File: config.mk
export PLATFORM = sky130hd
export DESIGN_NAME = crt_timing
export DESIGN_NICKNAME = d
export VERILOG_FILES = /design/src/pkg/crt_pkg.sv /design/src/pkg/crt_skew_if.sv /design/src/hdl/crt_skew.sv /design/src/hdl/crt_timing.sv
export VERILOG_INCLUDE_DIRS = /design/src /design/src/pkg
export SDC_FILE = /design/constraint.sdc
export NUM_CORES = 1
export LEC_CHECK = 0
export BUFFER_PORTS_ARGS = -buffer_cell sky130_fd_sc_hd__buf_2
export CAP_MARGIN = 5
export CORE_MARGIN = 1
export CORE_UTILIZATION = 50
export DETAILED_ROUTE_END_ITERATION = 16
export GPL_ROUTABILITY_DRIVEN = 1
export HOLD_SLACK_MARGIN = 0.05
export PLACE_DENSITY = 0.75
export SLEW_MARGIN = 20
export SYNTH_ARGS = -nofsm -noshare
export SYNTH_HDL_FRONTEND = slang
export SYNTH_SLANG_ARGS = --single-unit
File: constraint.sdc
create_clock -name clk_i -period 3 [get_ports clk_i]
set_input_delay 0.3 -clock clk_i [delete_from_list [all_inputs] [get_ports clk_i]]
set_output_delay 0.3 -clock clk_i [all_outputs]
set_load 0.01 [all_outputs]
File: src/pkg/crt_defines.svh
`ifndef CRT_DEFINES_SVH
`define CRT_DEFINES_SVH

// ============================================================
// Register indices behind the data port
`define CRT_IDX_HTOTAL 8'h00
`define CRT_IDX_HDEND 8'h01
`define CRT_IDX_HBSTART 8'h02
`define CRT_IDX_HBEND 8'h03
`define CRT_IDX_HSSTART 8'h04
`define CRT_IDX_HSEND 8'h05
`define CRT_IDX_VTOTAL 8'h06
`define CRT_IDX_VHIGH 8'h07
`define CRT_IDX_HEXT 8'h5d
`define CRT_IDX_VEXT 8'h5e

// ============================================================
// I/O port addresses (index port; data port is the next byte)
`define CRT_IO_MONO 16'h03b4
`define CRT_IO_COLOR 16'h03d4
`define CRT_IO_DATA_OFS 16'h0001

// ============================================================
// Reset values
`define CRT_RST_INDEX 8'h00
`define CRT_RST_REG 8'h00
`define CRT_RST_READ 16'h0000

// ============================================================
// Field positions
`define CRT_HEXT_HT8 0
`define CRT_HEXT_HDE8 1
`define CRT_HEXT_HBS8 2
`define CRT_HEXT_HBE6 3
`define CRT_HEXT_HSS8 4
`define CRT_HEXT_HSE5 5
`define CRT_HEXT_STRETCH 6
`define CRT_HBE_SKEW_HI 6
`define CRT_HBE_SKEW_LO 5
`define CRT_HSE_SKEW_HI 6
`define CRT_HSE_SKEW_LO 5
`define CRT_HSE_HBE5 7
`define CRT_VH_VT8 0
`define CRT_VH_VT9 5
`define CRT_VEXT_VT10 0
`define CRT_HBE_LOW_MSB 4
`define CRT_HSE_LOW_MSB 4
`define CRT_HBE_CMP_MSB 6
`define CRT_HSE_CMP_MSB 5

// ============================================================
// Timing constants
`define CRT_HT_ADJ 9'h004
`define CRT_STRETCH_DOTS 6'h20

`endif

File: src/pkg/crt_pkg.sv
package crt_pkg;
  `include "crt_defines.svh"

  // ============================================================
  // State of the timing block, apart from the taps held in the skew delay lines
  typedef struct packed {
    logic [7:0] index;
    logic [7:0] htotal;
    logic [7:0] hdend;
    logic [7:0] hbstart;
    logic [7:0] hbend;
    logic [7:0] hsstart;
    logic [7:0] hsend;
    logic [7:0] vtotal;
    logic [7:0] vhigh;
    logic [7:0] hext;
    logic [7:0] vext;
    logic [15:0] rdata;
    logic hit;
    logic [3:0] dot_cnt;
    logic [8:0] hcnt;
    logic [10:0] vcnt;
    logic blank;
    logic hs_raw;
    logic hs_skewed_prev;
    logic [5:0] stretch_cnt;
    logic hsync;
    logic blank_out;
    logic de_out;
  } crt_state_t;
endpackage

File: src/pkg/crt_skew_if.sv
`timescale 1ns/1ps
// ============================================================
// Carrier between the timing core and one skew delay line
interface crt_skew_if;
  logic tick;
  logic din;
  logic [1:0] sel;
  logic dout;
  modport unit (input tick, input din, input sel, output dout);
  modport user (output tick, output din, output sel, input dout);
endinterface

File: src/hdl/crt_skew.sv
`timescale 1ns/1ps
// ============================================================
// Delay of zero to three character clocks
module crt_skew
  import crt_pkg::*;
(
  input wire logic clk_i,
  input wire logic rst_b_i,
  crt_skew_if.unit sk
);
  typedef struct packed {
    logic [2:0] taps;
  } crt_skew_state_t;

  crt_skew_state_t st_reg;
  crt_skew_state_t st_next;

  // Shift only on character ticks so skew is in character units
  always_comb begin
    st_next = st_reg;
    if (sk.tick) begin
      st_next.taps = {st_reg.taps[1:0], sk.din};
    end
  end

  always_ff @(posedge clk_i) begin
    if (!rst_b_i) begin
      st_reg <= '0;
    end else begin
      st_reg <= st_next;
    end
  end

  // Zero skew passes the input straight through
  always_comb begin
    unique case (sk.sel)
      2'h0: sk.dout = sk.din;
      2'h1: sk.dout = st_reg.taps[0];
      2'h2: sk.dout = st_reg.taps[1];
      2'h3: sk.dout = st_reg.taps[2];
    endcase
  end
endmodule

File: src/hdl/crt_timing.sv
`timescale 1ns/1ps
module crt_timing
  import crt_pkg::*;
#(
  parameter int DOTS_PER_CHAR = 8
) (
  input wire logic clk_i,
  input wire logic rst_b_i,
  input wire logic color_sel_i,
  input wire logic [15:0] io_addr_i,
  input wire logic io_wr_i,
  input wire logic io_rd_i,
  input wire logic [1:0] io_be_i,
  input wire logic [15:0] io_wdata_i,
  output logic [15:0] io_rdata_o,
  output logic io_hit_o,
  output logic hsync_o,
  output logic blank_o,
  output logic display_en_o
);
  localparam logic [3:0] DOT_LAST = 4'(DOTS_PER_CHAR - 1);

  crt_state_t st_reg;
  crt_state_t st_next;

  crt_skew_if de_sk ();
  crt_skew_if hs_sk ();

  // ============================================================
  // Skew delay lines
  crt_skew u_de_skew (
    .clk_i(clk_i),
    .rst_b_i(rst_b_i),
    .sk(de_sk.unit)
  );

  crt_skew u_hs_skew (
    .clk_i(clk_i),
    .rst_b_i(rst_b_i),
    .sk(hs_sk.unit)
  );

  // ============================================================
  // Assembled timing fields
  logic tick;
  logic [15:0] base;
  logic acc_idx;
  logic acc_dat;
  logic [8:0] ht9;
  logic [8:0] hde9;
  logic [8:0] hbs9;
  logic [6:0] hbe7;
  logic [8:0] hss9;
  logic [5:0] hse6;
  logic [10:0] vt11;
  logic de_raw;
  logic line_end;
  logic wr_en;
  logic [7:0] wr_idx;
  logic [7:0] wr_dat;
  logic [7:0] rd_idx;
  logic [7:0] rd_val;
  logic hs_after_skew;

  assign tick = (st_reg.dot_cnt == DOT_LAST);
  assign base = color_sel_i ? `CRT_IO_COLOR : `CRT_IO_MONO;
  assign acc_idx = (io_addr_i == base);
  assign acc_dat = (io_addr_i == (base + `CRT_IO_DATA_OFS));

  // High bits come from the extension and high-bits registers; blank end bit 5 comes from the sync end register
  assign ht9 = {st_reg.hext[`CRT_HEXT_HT8], st_reg.htotal};
  assign hde9 = {st_reg.hext[`CRT_HEXT_HDE8], st_reg.hdend};
  assign hbs9 = {st_reg.hext[`CRT_HEXT_HBS8], st_reg.hbstart};
  assign hbe7 = {st_reg.hext[`CRT_HEXT_HBE6], st_reg.hsend[`CRT_HSE_HBE5],
                 st_reg.hbend[`CRT_HBE_LOW_MSB:0]};
  assign hss9 = {st_reg.hext[`CRT_HEXT_HSS8], st_reg.hsstart};
  assign hse6 = {st_reg.hext[`CRT_HEXT_HSE5], st_reg.hsend[`CRT_HSE_LOW_MSB:0]};
  assign vt11 = {st_reg.vext[`CRT_VEXT_VT10], st_reg.vhigh[`CRT_VH_VT9],
                 st_reg.vhigh[`CRT_VH_VT8], st_reg.vtotal};

  // Line is htotal plus five characters, so the last count is htotal plus four
  assign line_end = (st_reg.hcnt == ht9 + `CRT_HT_ADJ);
  assign de_raw = (st_reg.hcnt <= hde9);

  // Skew selections straight from their register fields
  assign de_sk.tick = tick;
  assign de_sk.din = de_raw;
  assign de_sk.sel = st_reg.hbend[`CRT_HBE_SKEW_HI:`CRT_HBE_SKEW_LO];
  assign hs_sk.tick = tick;
  assign hs_sk.din = st_reg.hs_raw;
  assign hs_sk.sel = st_reg.hsend[`CRT_HSE_SKEW_HI:`CRT_HSE_SKEW_LO];
  assign hs_after_skew = hs_sk.dout;

  // ============================================================
  // Bus decode: a word at the index port carries index and data
  always_comb begin
    wr_en = 1'b0;
    wr_idx = st_reg.index;
    wr_dat = io_wdata_i[7:0];
    rd_idx = st_reg.index;
    if (io_wr_i && acc_idx && io_be_i[1]) begin
      wr_en = 1'b1;
      wr_idx = io_be_i[0] ? io_wdata_i[7:0] : st_reg.index;
      wr_dat = io_wdata_i[15:8];
    end else if (io_wr_i && acc_dat && io_be_i[0]) begin
      wr_en = 1'b1;
    end
  end

  // Read mux; unmapped indices read as zero
  always_comb begin
    unique case (rd_idx)
      `CRT_IDX_HTOTAL: rd_val = st_reg.htotal;
      `CRT_IDX_HDEND: rd_val = st_reg.hdend;
      `CRT_IDX_HBSTART: rd_val = st_reg.hbstart;
      `CRT_IDX_HBEND: rd_val = st_reg.hbend;
      `CRT_IDX_HSSTART: rd_val = st_reg.hsstart;
      `CRT_IDX_HSEND: rd_val = st_reg.hsend;
      `CRT_IDX_VTOTAL: rd_val = st_reg.vtotal;
      `CRT_IDX_VHIGH: rd_val = st_reg.vhigh;
      `CRT_IDX_HEXT: rd_val = st_reg.hext;
      `CRT_IDX_VEXT: rd_val = st_reg.vext;
      default: rd_val = `CRT_RST_REG;
    endcase
  end

  // ============================================================
  // Next state: registers, counters and raster outputs
  always_comb begin
    st_next = st_reg;
    st_next.hit = (io_wr_i || io_rd_i) && (acc_idx || acc_dat);
    // Index lane of the index port
    if (io_wr_i && acc_idx && io_be_i[0]) begin
      st_next.index = io_wdata_i[7:0];
    end
    // Indexed write, also reaching the two extension registers
    if (wr_en) begin
      unique case (wr_idx)
        `CRT_IDX_HTOTAL: st_next.htotal = wr_dat;
        `CRT_IDX_HDEND: st_next.hdend = wr_dat;
        `CRT_IDX_HBSTART: st_next.hbstart = wr_dat;
        `CRT_IDX_HBEND: st_next.hbend = wr_dat;
        `CRT_IDX_HSSTART: st_next.hsstart = wr_dat;
        `CRT_IDX_HSEND: st_next.hsend = wr_dat;
        `CRT_IDX_VTOTAL: st_next.vtotal = wr_dat;
        `CRT_IDX_VHIGH: st_next.vhigh = wr_dat;
        `CRT_IDX_HEXT: st_next.hext = wr_dat;
        `CRT_IDX_VEXT: st_next.vext = wr_dat;
        default: st_next.hit = st_next.hit; // Unmapped: write dropped
      endcase
    end
    // Read data: index in the low lane at the index port, data above it
    if (io_rd_i && acc_idx) begin
      st_next.rdata = {rd_val, st_reg.index};
    end else if (io_rd_i && acc_dat) begin
      st_next.rdata = {8'h00, rd_val};
    end
    // Dot counter gives one tick per character
    st_next.dot_cnt = tick ? 4'h0 : st_reg.dot_cnt + 4'h1;
    if (tick) begin
      if (line_end) begin
        st_next.hcnt = 9'h000;
        if (st_reg.vcnt == vt11) begin
          st_next.vcnt = 11'h000;
        end else begin
          st_next.vcnt = st_reg.vcnt + 11'h001;
        end
      end else begin
        st_next.hcnt = st_reg.hcnt + 9'h001;
      end
      // Start wins if start and end coincide
      if (st_reg.hcnt == hbs9) begin
        st_next.blank = 1'b1;
      end else if (st_reg.hcnt[`CRT_HBE_CMP_MSB:0] == hbe7) begin
        st_next.blank = 1'b0;
      end
      if (st_reg.hcnt == hss9) begin
        st_next.hs_raw = 1'b1;
      end else if (st_reg.hcnt[`CRT_HSE_CMP_MSB:0] == hse6) begin
        st_next.hs_raw = 1'b0;
      end
    end
    // Stretch counts dots after the skewed pulse falls, so it adds 32 dots
    st_next.hs_skewed_prev = hs_after_skew;
    if (st_reg.hs_skewed_prev && !hs_after_skew && st_reg.hext[`CRT_HEXT_STRETCH]) begin
      st_next.stretch_cnt = `CRT_STRETCH_DOTS;
    end else if (st_reg.stretch_cnt != 6'h00) begin
      st_next.stretch_cnt = st_reg.stretch_cnt - 6'h01;
    end
    st_next.hsync = hs_after_skew || (st_next.stretch_cnt != 6'h00);
    st_next.blank_out = st_reg.blank;
    st_next.de_out = de_sk.dout;
  end

  // Timing registers clear at reset too; zero is no useful raster mode
  always_ff @(posedge clk_i) begin
    if (!rst_b_i) begin
      st_reg <= '0;
      st_reg.index <= `CRT_RST_INDEX;
      st_reg.rdata <= `CRT_RST_READ;
    end else begin
      st_reg <= st_next;
    end
  end

  // ============================================================
  // Outputs straight from the state register
  assign io_rdata_o = st_reg.rdata;
  assign io_hit_o = st_reg.hit;
  assign hsync_o = st_reg.hsync;
  assign blank_o = st_reg.blank_out;
  assign display_en_o = st_reg.de_out;
endmodule

Word-level counts from Yosys, hierarchy flattened
Index checks and enable logic that the tools add are counted.

cells by class
  magnitude comparators = 1
  reduce and logical (&&, ||, !) cells = 36
  $add $sub $neg = 5
  bitwise logic cells = 1
  equal/unequal tests = 32
  muxes and demuxes = 18

operators with widths
  operator                                                         count
  8-bit case mux with 10 select lines                              1
  8-bit by 3-bit == test with 1-bit output, second input constant  8
  8-bit by 2-bit == test with 1-bit output, second input constant  4
  8-bit by 7-bit == test with 1-bit output, second input constant  4
  16-bit two-way mux                                               2
  9-bit == test                                                    3
  8-bit two-way mux                                                3
  2-bit AND reduction                                              12
  16-bit by 10-bit == test with 1-bit output                       1
  16-bit by 11-bit == test with 1-bit output                       1
  8-bit by 1-bit == test with 1-bit output, second input constant  2
  8-bit zero test                                                  2
  6-bit two-way mux                                                2
  6-bit nonzero test                                               2
  10-bit by 1-bit adder with 11-bit output, second input constant  1
  1-bit logical AND                                                10
  9-bit by 1-bit adder with 9-bit output, second input constant    1
  9-bit by 3-bit adder with 9-bit output, second input constant    1
  9-bit <= comparator                                              1
  9-bit two-way mux                                                1
  2-bit == test, second input constant                             4
  1-bit case mux with 4 select lines                               2
  7-bit == test                                                    1
  7-bit two-way mux                                                1
  other kinds (12)                                                 23

storage, ports and cells
  logic and storage cells = 117
  input port bits = 39
  register bits = 136
  output and inout port bits = 20

Depth between registers and ports, before layout
Gate-level depths: netlist (run 1).

  depth after elaboration = 8
  depth in mapped cells = 9
  depth with buffers taken out = 8

Modules after synthesis
A second synthesis (run 1) with hierarchy kept.

unflattened totals
  cells, all modules = 779
  area total of the unflattened synthesis = 7,389.6 um^2

by module, submodules not included
  module      sequential area each (um^2)  area each (um^2)  cells each  instances
  crt_timing  2,602.5                      7,126.8           759         1
  crt_skew    60.1                         131.4             10          2

Least setup slack after synthesis (run 1)
OpenSTA, ideal clock, no wires.

  path type = input -> register
  from = in io_addr_i[13]
  to = reg st_reg, in the netlist ht9[0]
  setup slack = 0.616 ns
  library setup time = 0.074 ns
  required time = 2.926 ns
  path buffers = 1
  arrival time = 2.310 ns
  stages on the path = 7
  cells stage by stage = nor4_2 > nand2_2 > or4_4 > buf_6 > or4_4 > a21oi_4 > mux2i_1

on the way
  word-level cells in the longest chain between the ends = 6
  elaborated cells on any way between the ends = 12
  classes of those cells = eq/ne (2); mux (4); reduce/logical (6)

RTL lines
  what                                                                                                      line                                  source
  start: declaration                                                                                        crt_timing.sv:10                      input wire logic [15:0] io_addr_i,
  16-bit by 10-bit == test with 1-bit output or 16-bit by 11-bit == test with 1-bit output (tied branches)  crt_timing.sv:67, crt_timing.sv:68
  1-bit logical AND, on equally long branches (2 in series)                                                 crt_timing.sv:101, crt_timing.sv:105
  8-bit two-way mux or 1-bit two-way mux (tied branches)                                                    crt_timing.sv:101, crt_timing.sv:105
  8-bit zero test or 1-bit two-way mux (tied branches)                                                      crt_timing.sv:138, crt_timing.sv:101
  2-bit AND reduction (no line)                                                                             -
  end signal: assignment                                                                                    crt_timing.sv:202                     st_reg <= st_next;
  end: declaration                                                                                          crt_timing.sv:23                      crt_state_t st_reg;

Several ways; a longest one is shown, not always the timed one.
A chain may end at the register's enable or synchronous reset.

Worst setup path after layout (run 1)
  from = reg st_reg, in the netlist rd_idx[1]
  to = reg st_reg, in the netlist io_rdata_o[3]

on the way
  word-level cells in the longest chain between the ends = 4
  elaborated cells on any way between the ends = 13
  classes of those cells = eq/ne (9); mux (3); reduce/logical (1)

RTL lines
  what                                                                    line               source
  8-bit by 7-bit == test with 1-bit output, or another cell as far along  crt_timing.sv:112  unique case (rd_idx)
  8-bit case mux with 10 select lines (*)                                 crt_timing.sv:112
  16-bit two-way mux (*)                                                  crt_timing.sv:155  end else if (io_rd_i && acc_dat) begin
  16-bit two-way mux (*)                                                  crt_timing.sv:153  if (io_rd_i && acc_idx) begin

Every way passes the cells marked *; elsewhere a longest branch is shown, timed or not. The select of a mux whose other input is x is not followed.

==> results of run 1 <==
[worst paths after layout]
| path | slack (ns) | cells after the start | endpoint | start |
|---|---|---|---|---|
| max | 0.61 | 6 | io_rdata_o[3] | rd_idx[1] |
| min | 0.14 | 3 | io_hit_o | io_addr_i[8] |
| max reg2reg | 0.61 | 6 | io_rdata_o[3] | rd_idx[1] |
| min reg2reg | 0.44 | 2 | io_rdata_o[9] | io_rdata_o[9] |
[cells in the final DEF, fill, tap and decap left out, types with 4 or more instances in the layout]
| cell | synthesis | final |
|---|---|---|
| or3_1 | 8 | 8 |
| a21oi_1 | 12 | 12 |
| clkbuf_16 | 0 | 17 |
| nor4_1 | 6 | 6 |
| and3_1 | 9 | 9 |
| nor3b_1 | 4 | 4 |
| nand3_1 | 16 | 16 |
| nand4_1 | 16 | 16 |
| buf_4 | 16 | 21 |
| clkinv_2 | 0 | 8 |
| a211oi_1 | 5 | 5 |
| inv_1 | 13 | 13 |
| nor2_1 | 32 | 32 |
| o21ai_0 | 27 | 27 |
| nand3b_1 | 7 | 7 |
| a21o_1 | 4 | 4 |
| mux2i_1 | 88 | 88 |
| a21oi_4 | 4 | 4 |
| nand2_1 | 149 | 149 |
| o22ai_1 | 4 | 4 |
| a21boi_0 | 17 | 17 |
| a22o_1 | 5 | 5 |
| and2_1 | 5 | 5 |
| ha_1 | 14 | 14 |
| dfxtp_1 | 136 | 136 |
| o21ai_2 | 4 | 4 |
| xor2_1 | 26 | 26 |
| nor2b_1 | 8 | 8 |
| mux4_2 | 12 | 12 |
| buf_2 | 3 | 57 |
| a22oi_1 | 10 | 10 |
| xnor2_1 | 30 | 30 |
| and4_1 | 4 | 4 |
| nor3_1 | 7 | 7 |
| mux2_2 | 11 | 11 |
[cells by family after synthesis]
kind of cell | synth area share (%)
and+or+nand+nor | 19.3
AOI/OAI and AO/OA | 10.9
buffers and inverters | 5.00
xor gates and xnor gates | 6.81
adders and majority gates | 2.43
DFF | 37.8
muxes | 17.7
[layout make-up]
cell class | count | area, sq um
flip-flops and latches | 136 | 2720
inverters | 13 | 48.8
well taps | 180 | 225
multi-input cells | 579 | 4120
clock buffers | 19 | 443
fillers | 1206 | 5880
clock inverters | 13 | 81.3
repair buffers | 79 | 463
[tightest hold or removal path: cells and delay by family]
family        cells  cell delay (ns)
buf+inv           1             0.11
simple gates      2             0.10
[report_power, final]
group	switching (W)	internal (W)
Sequential	0.00000310	0.00181
Combinational	0.0000831	0.0000420
Clock	0.000798	0.00107
Total	0.000885	0.00292
[per-layer routing]
| metal | global-route usage [%] | vias up |
|---|---|---|
| met4 | 11.7 | 0 |
| met3 | 6.23 | 45 |
| met2 | 39.9 | 189 |
| li1 | - | 2840 |
| met1 | 33.4 | 2816 |
| met5 | 0 | - |
[through the flow]
| stage | setup slack [ns] | area (sq um) | utilization, % | hold slack (ns) | total power [W] |
|---|---|---|---|---|---|
| floorplan | 0.616 | 7200 | - | 0.417 | 0.00192 |
| global placement | 0.381 | 7580 | 54.2 | 0.422 | 0.00198 |
| detailed placement | 0.345 | 7580 | 54.2 | 0.437 | 0.00198 |
| CTS | 0.685 | 8100 | 57.9 | 0.130 | 0.00382 |
| global route | 0.521 | 8110 | 58.0 | 0.139 | 0.00392 |
| finish | 0.613 | 8110 | 58.0 | 0.139 | 0.00380 |
==> flow_summary_export.csv, run 1 <==
group,metric,value,unit
sta,finalHoldViolations,0,
finish,final_cell_count_no_fill,1019,
setup_path,critPathBufInv,1,
logic_synthesis,ys_seq_area_share,37.8,%
grt,grt_pass1_vias,5472,
clock_network,cts_made_buffers,17,
logic_synthesis,synth_area,7200,sq um
die,die_y,122,um
logic_synthesis,synth-seq-cells,136,
drt,met2_wirelength,8.32,mm
clock_network,clockBufferDepth,2,
finish,syn_to_final_growth,12.6,%
sta,fin_skew,0.00784,ns
drt,wl,18.1,mm
drt,vias,5890,
die,floorplan.die_area,14900,sq um
drt,vias_per_cell,5.78,
die,io_pins,59,
pwr,vdd_ir_drop_max,0.481,mV
setup_path,path_class,"register to register",
grt,overflow,0,
sta,setup_violations,0,
logic_synthesis,synth-async-reset-ratio,0,%
clock_network,postCtsResizedCells,0,
grt,grt_use_total,25.6,%
setup_path,crit_chain,"buf_12 -> mux4_2 -> mux2i_1 -> o22ai_1 -> a21oi_1 -> o21ai_0",
setup_path,cp-end-kind,"register",
finish,diodes,0,
setup_path,crit_family,"multiplexers",
sta,fmax,419,MHz
placed_design,hpwl,12.5,mm
setup_path,crit_slowest_cell,"dfxtp_1",
flow_run,cap_violations,0,
drt,drc,0,
die,start_util,51.5,%
pwr,cellPowerDensity,469,nW/um^2
logic_synthesis,synth_cell_types,62,
sta,tightest_slew,0.988,ns
drt,dr.max_layer_used,"met4",
finish,final_layout_size_suffix_gt1_share,18.1,%
clock_network,holdBufCountCts,0,
sta,relSlewSlack,34.0,%
status,status,"complete, no violations",
die,num_rows,43,
grt,antenna_found_initial,0,
clock_network,postCtsSetupRepairBufs,0,
placed_design,gp_congestion,0.907,
setup_path,required,3.31,ns
finish,largest_reg_flops,47,
sta,finalSetupTns,0,ns
logic_synthesis,yosysTopAreaCell,"dfxtp_1",
logic_synthesis,syn_inst,792,
pwr,p_leak,3.34,nW
logic_synthesis,postSynthAreaPerCell,9.09,sq um
logic_synthesis,netlist_top_cells_count,"nand2_1 (149), dfxtp_1 (136), mux2i_1 (88)",
drt,initialDrtViolationCount,554,
logic_synthesis,synthMostInstantiatedCell,"nand2_1",
logic_synthesis,synth_enable_flop_cells,0,
placed_design,port_buffers,58,
grt,grt_start_max_net_pins,74,
logic_synthesis,yosysTopAreaCellShare,37.8,%
setup_path,max_stage_delay,0.74,ns
logic_synthesis,yosys_warnings,0,
die,die_x,122,um
logic_synthesis,synth_area_leaders,"dfxtp_1 (38%), mux2i_1 (12%), nand2_1 (7.8%)",
drt,drtAntennaViolNets,0,
clock_network,cts_tree,"built",
drt,dr_wl_met3,1.04,mm
sta,layout_worst_path_cycle_share,79.6,%
sta,fin_crit,2.39,ns
sta,drv_slew,0,
logic_synthesis,synth_top_flop_cell,"dfxtp_1",
die,core,14000,sq um
drt,dr.pass1.iters,6,
setup_path,start_kind,"register",
clock_network,clockRootBuffer,"clkbuf_16",
finish,nNetsFinal,879,
placed_design,dp_cells,987,
drt,post_drt_wl_per_cell,17.7,um
setup_path,arrival,2.70,ns
min_path,hold_class,"primary input to register",
grt,grt_pass1_wl,28.8,mm
clock_network,clock_latency,0.43,ns
logic_synthesis,synth_nets,845,
setup_path,crit_fanout,19,
clock_network,htree_levels,4,
clock_network,cts.sinks,136,
sta,rsz0062_at_grt,"no",
drt,m1WireLength,8.17,mm
clock_network,clk_pin_slew_worst_paths,0.06,ns
(Power assumes the default switching activity.)
==> run 2: changes to the inputs <==
- clock period: 3 -> 2.3 ns (I/O delays scaled with it)
==> flow_summary_export.csv, run 2 (same netlist as run 1, synthesis figures left out) <==
group,metric,value,unit
clock_network,cts_tree,"built",
finish,syn_to_final_growth,19.4,%
drt,dr.pass1.iters,5,
clock_network,clockRootBuffer,"clkbuf_16",
clock_network,htree_levels,4,
finish,mostFrequentLayoutCell,"nand2_1",
clock_network,holdBufCountCts,0,
pwr,power,0.00540,W
clock_network,cts_made_buffers,17,
finish,nFillCells,1164,
drt,drtAntennaViolNets,0,
setup_path,start_kind,"register",
die,start_util,51.5,%
grt,grt_use_total,26.4,%
drt,initialDrtViolationCount,454,
clock_network,cts.sinks,136,
sta,rsz0062_at_grt,"no",
placed_design,hpwl,13.0,mm
die,die_y,122,um
clock_network,clockBufferDepth,2,
finish,diodes,0,
sta,fin_skew,0.00760,ns
grt,antenna_found_initial,1,
setup_path,crit_fanout,14,
pwr,vdd_ir_drop_max,0.560,mV
status,status,"complete, no violations",
setup_path,crit_chain,"buf_12 -> mux4_2 -> mux2i_1 -> o22ai_1 -> a21oi_1 -> o21ai_0",
sta,finalHoldViolations,0,
drt,vias,6010,
clock_network,postCtsResizedCells,0,
setup_path,arrival,2.39,ns
setup_path,critPathBufInv,1,
finish,multi_input_area,4120,sq um
clock_network,clk_pin_slew_worst_paths,0.06,ns
drt,post_drt_wl_per_cell,17.8,um
sta,layout_worst_path_cycle_share,90.3,%
pwr,p_leak,3.58,nW
finish,final_layout_size_suffix_gt1_share,20.8,%
die,num_rows,43,
flow_run,cap_violations,0,
clock_network,clock_latency,0.43,ns
sta,fin_crit,2.08,ns
finish,regArea,2720,sq um
grt,grt_pass1_vias,5572,
sta,tightest_slew,0.694,ns
finish,nNetsFinal,907,
sta,setup_slack,0.222,ns
min_path,hold_class,"primary input to register",
finish,largest_reg_flops,47,
die,floorplan.die_area,14900,sq um
grt,grt_start_max_net_pins,125,
setup_path,path_class,"register to register",
sta,relSlewSlack,53.7,%
grt,overflow,0,
sta,drv_slew,0,
die,core,14000,sq um
sta,fmax,481,MHz
grt,grt_pass1_wl,29.5,mm
drt,wl,18.6,mm
setup_path,max_stage_delay,0.50,ns
placed_design,gp_congestion,0.939,
die,io_pins,59,
finish,layout_common_cells,"nand2_1 (149), dfxtp_1 (136), mux2i_1 (88)",
setup_path,crit_slowest_cell,"mux4_2",
drt,drc,0,
sta,setup_violations,0,
finish,utilization,61.5,%
setup_path,cp-end-kind,"register",
die,die_x,122,um
placed_design,port_buffers,58,
setup_path,required,2.62,ns
placed_design,pre_cts_ws,-0.0387,ns
pwr,cellPowerDensity,628,nW/um^2
clock_network,postCtsSetupRepairBufs,0,
drt,vias_per_cell,5.75,
setup_path,crit_family,"multiplexers",
## run 2: cell count changes in the layout (fill, tap and decap cells not counted), sizes merged
cell / previous run / this run
clkbuf: 19 / 17
clkinvlp: 2 / 3
bufinv: 0 / 4
buf: 79 / 107
clkinv: 10 / 6
## run 2: cell type report
class	count	area share [%]
Clock buffer	17	4.95
Tap cell	180	2.62
Sequential cell	136	31.7
Multi-Input combinational cell	579	47.9
Inverter	13	0.567
Clock inverter	14	2.11
Timing Repair Buffer	107	10.2
## run 2: worst min-delay path: cells and delay by family
kind	cells	cell delay, ns
buf+inv	1	0.11
simple gates	2	0.10
## run 2: final timing paths
check	startpoint	end	slack, ns	cells after the start
worst max-delay path	rd_idx[0]	io_rdata_o[2]	0.22	6
worst min-delay path	io_addr_i[8]	io_hit_o	0.06	3
worst max register to register	rd_idx[0]	io_rdata_o[2]	0.22	6
worst min register to register	io_rdata_o[9]	io_rdata_o[9]	0.43	2
## run 2: power breakdown
group | internal, W | total, W | switching, W
Clock | 0.00179 | 0.00283 | 0.00104
Sequential | 0.00236 | 0.00237 | 0.00000404
Combinational | 0.0000841 | 0.000202 | 0.000118
## run 2: metrics by stage
| step | TNS [ns] | instance area [sq um] | cells | hold slack (ns) |
|---|---|---|---|---|
| CTS | 0 | 8600 | 1046 | 0.0501 |
| floorplan | 0 | 7200 | 792 | 0.369 |
| global placement | -0.152 | 7990 | 1015 | 0.423 |
| global route | 0 | 8600 | 1046 | 0.0692 |
| finish | 0 | 8600 | 1046 | 0.0636 |
| detailed placement | -0.338 | 7990 | 1015 | 0.425 |
## run 2: routing by layer
metal	part of all wire (%)	wire (um)	GRT usage, %
met5	0	0	0
met4	3.4	639	12.9
met3	6.7	1240	6.88
met2	47	8660	42.2
met1	43	8050	32.9
==> run 3: changes to the inputs <==
- ABC_AREA: not set -> 1
- PLACE_DENSITY: 0.75 -> 0.74
==> flow_summary_export.csv, run 3 <==
group,metric,value,unit
status,status,"complete, no violations",
min_path,hp-start,"io_wdata_i[0]",
pwr,p_leak,3.99,nW
die,die_y,129,um
pwr,power,0.00613,W
logic_synthesis,synth_area,8030,sq um
min_path,hold_end,"rd_idx[0]",
clock_network,clockBufferDepth,2,
grt,grt_use_total,29.2,%
sta,fin_crit,2.09,ns
finish,final_layout_size_suffix_gt1_share,14.4,%
logic_synthesis,netlist_top_cells_count,"nand2_1 (281), nor2_1 (155), dfxtp_1 (136)",
logic_synthesis,synth-seq-cells,136,
logic_synthesis,syn_inst,1224,
logic_synthesis,synth_enable_flop_cells,0,
pwr,vdd_ir_drop_max,0.557,mV
grt,grt_start_max_net_pins,39,
min_path,hold_class,"primary input to register",
die,floorplan.die_area,16600,sq um
pwr,cellPowerDensity,668,nW/um^2
drt,drc,0,
finish,nFillCells,1526,
logic_synthesis,postSynthAreaPerCell,6.56,sq um
min_path,hold_depth,3,
placed_design,hpwl,16.5,mm
logic_synthesis,synth-async-reset-ratio,0,%
die,io_pins,59,
sta,layout_worst_path_cycle_share,90.7,%
finish,nNetsFinal,1323,
flow_run,cap_violations,0,
logic_synthesis,synth_nets,1277,
clock_network,clock_latency,0.43,ns
finish,mostFrequentLayoutCell,"nand2_1",
sta,finalSetupTns,0,ns
clock_network,clk_pin_slew_worst_paths,0.06,ns
sta,fmax,479,MHz
logic_synthesis,synth_cell_types,45,
grt,grt_pass1_vias,7230,
placed_design,port_buffers,58,
clock_network,htree_levels,4,
setup_path,r2r_slack,0.21,ns
grt,grt_pass1_wl,36.8,mm
drt,dr.pass1.iters,5,
clock_network,clockRootBuffer,"clkbuf_16",
sta,drv_slew,0,
pwr,p_comb_share,9.7,%
setup_path,crit_chain,"inv_1 -> nand2_1 -> nor3_2 -> nand2_1 -> nand2_1 -> nor2_1 -> nand3_1 -> o21ai_0 -> a21oi_1",
setup_path,cp-end-kind,"register",
setup_path,crit_slowest_cell,"nor3_2",
setup_path,arrival,2.44,ns
drt,drtAntennaViolNets,0,
placed_design,gp_congestion,0.926,
die,die_x,129,um
pwr,switching_share,24.4,%
drt,vias_per_cell,5.41,
finish,syn_to_final_growth,14.3,%
finish,largest_reg_flops,47,
sta,finalHoldViolations,0,
sta,rsz0062_at_grt,"no",
die,core,15400,sq um
clock_network,holdBufCountCts,0,
die,start_util,52.1,%
setup_path,reg2reg_from,"rd_idx[0]",
finish,layout_common_cells,"nand2_1 (281), nor2_1 (155), dfxtp_1 (135)",
sta,tightest_slew,0.598,ns
logic_synthesis,synth_area_leaders,"dfxtp_1 (34%), nand2_1 (13%), nor2_1 (7.2%)",
setup_path,rr_worst_depth,9,
finish,regArea,2720,sq um
clock_network,postCtsSetupRepairBufs,0,
drt,wl,23.4,mm
drt,vias,8076,
logic_synthesis,yosysTopAreaCellShare,33.9,%
grt,antenna_found_initial,0,
finish,multi_input_area,4360,sq um
setup_path,critPathBufInv,1,
setup_path,critPathMostFrequentCell,"nand2_1",
finish,diodes,0,
pwr,internal-power,0.00464,W
drt,post_drt_wl_per_cell,15.7,um
logic_synthesis,yosysTopAreaCell,"dfxtp_1",
setup_path,crit_fanout,8,
sta,relSlewSlack,59.9,%
grt,overflow,0,
logic_synthesis,synthMostInstantiatedCell,"nand2_1",
pwr,p_switching,0.00150,W
setup_path,required,2.66,ns
pwr,clkPwrFrac,50.3,%
setup_path,worst_r2r_endpoint,"io_rdata_o[5]",
logic_synthesis,ys_seq_area_share,33.9,%
sta,setup_violations,0,
logic_synthesis,synth_top_flop_cell,"dfxtp_1",
logic_synthesis,yosys_warnings,0,
setup_path,start_kind,"register",
setup_path,path_class,"register to register",
setup_path,crit_family,"simple AND/OR/NAND/NOR gates",
sta,fin_skew,0.00700,ns
clock_network,cts_tree,"built",
drt,initialDrtViolationCount,736,
pwr,sequentialPowerShare,40.0,%
clock_network,cts_made_buffers,17,
clock_network,cts.sinks,136,
setup_path,max_stage_delay,0.52,ns
die,num_rows,45,
==> run 3: cell types whose count changed in the layout (fill, tap and decap cells not counted), sizes merged, moves of 15 or more <==
cell / change
nand4: +17
a21boi: -18
nand2: +138
xnor2: -15
mux2i: -87
nand3: +106
a21oi: +85
o21ai: +37
inv: +134
nor2: +141
==> run 3: per-layer routing <==
| metal | routed length (um) | vias up | track usage (%) |
|---|---|---|---|
| met5 | 0 | - | 0 |
| met4 | 773 | 0 | 12.9 |
| met3 | 1810 | 67 | 6.94 |
| met2 | 10600 | 304 | 47.2 |
| met1 | 10200 | 3663 | 37.2 |
| li1 | - | 4042 | - |
==> run 3: cells by family after synthesis <==
kind of cell | Yosys count | synth area share [%]
buf+inv | 216 | 11.9
xor+xnor | 32 | 3.49
flops | 136 | 33.9
compound gates | 193 | 12.8
simple gates | 632 | 35.5
fa+ha+maj | 14 | 2.18
mux | 1 | 0.125
==> run 3: cell type report <==
cell class / count / share of cell area (%)
well taps: 211 / 2.88
clock inverters: 12 / 2.13
repair buffers: 94 / 6.68
clock buffers: 20 / 5.08
flip-flops and latches: 136 / 29.7
multi-input cells: 872 / 47.5
inverters: 149 / 6.09
==> run 3: worst max-delay path by stage <==
stage	startpoint	end	slack, ns	cells after the start
2_1_floorplan	rd_idx[1]	st_reg[81]	0.54	10
3_3_place_gp	io_addr_i[3]	hse6[1]	0.11	15
3_5_place_dp	io_addr_i[5]	hse6[3]	0.07	15
4_1_cts	rd_idx[1]	io_rdata_o[5]	0.12	9
5_1_grt	ht9[3]	st_reg[27]	0.06	11
6_report	rd_idx[0]	io_rdata_o[5]	0.21	9
==> run 3: what timing repair did <==
action                     CTS  global route
setup endpoints to repair    1             5
pin swaps                    0             0
gates resized for setup      1             2
==> run 3: per-stage QoR <==
stage	hold slack (ns)	std cells	worst slack, ns	instance area [sq um]	utilization, %
2_1_floorplan	0.378	1224	0.543	8030	-
3_3_place_gp	0.424	1462	0.106	8510	55.2
3_5_place_dp	0.431	1462	0.0702	8510	55.2
4_1_cts	0.0601	1494	0.122	9180	59.5
5_1_grt	0.0843	1494	0.0564	9180	59.5
6_report	0.0619	1494	0.214	9180	59.5
==> run 3: worst reg2reg max path: stages (launching register included) <==
cell and delay [ns]:
dfxtp_1 0.31, inv_1 0.19, nand2_1 0.13, nor3_2 0.52, nand2_1 0.20, nand2_1 0.12
nor2_1 0.07, nand3_1 0.18, o21ai_0 0.13, a21oi_1 0.16
==> run 3: power by group through the flow <==
| stage | registers (W) | clock network (W) | logic, W |
|---|---|---|---|
| 2_1_floorplan | 0.00250 | 0 | 0.000432 |
| 3_3_place_gp | 0.00250 | 0 | 0.000578 |
| 3_5_place_dp | 0.00250 | 0 | 0.000588 |
| 4_1_cts | 0.00245 | 0.00311 | 0.000592 |
| 5_1_grt | 0.00246 | 0.00321 | 0.000667 |
| 6_report | 0.00245 | 0.00309 | 0.000594 |
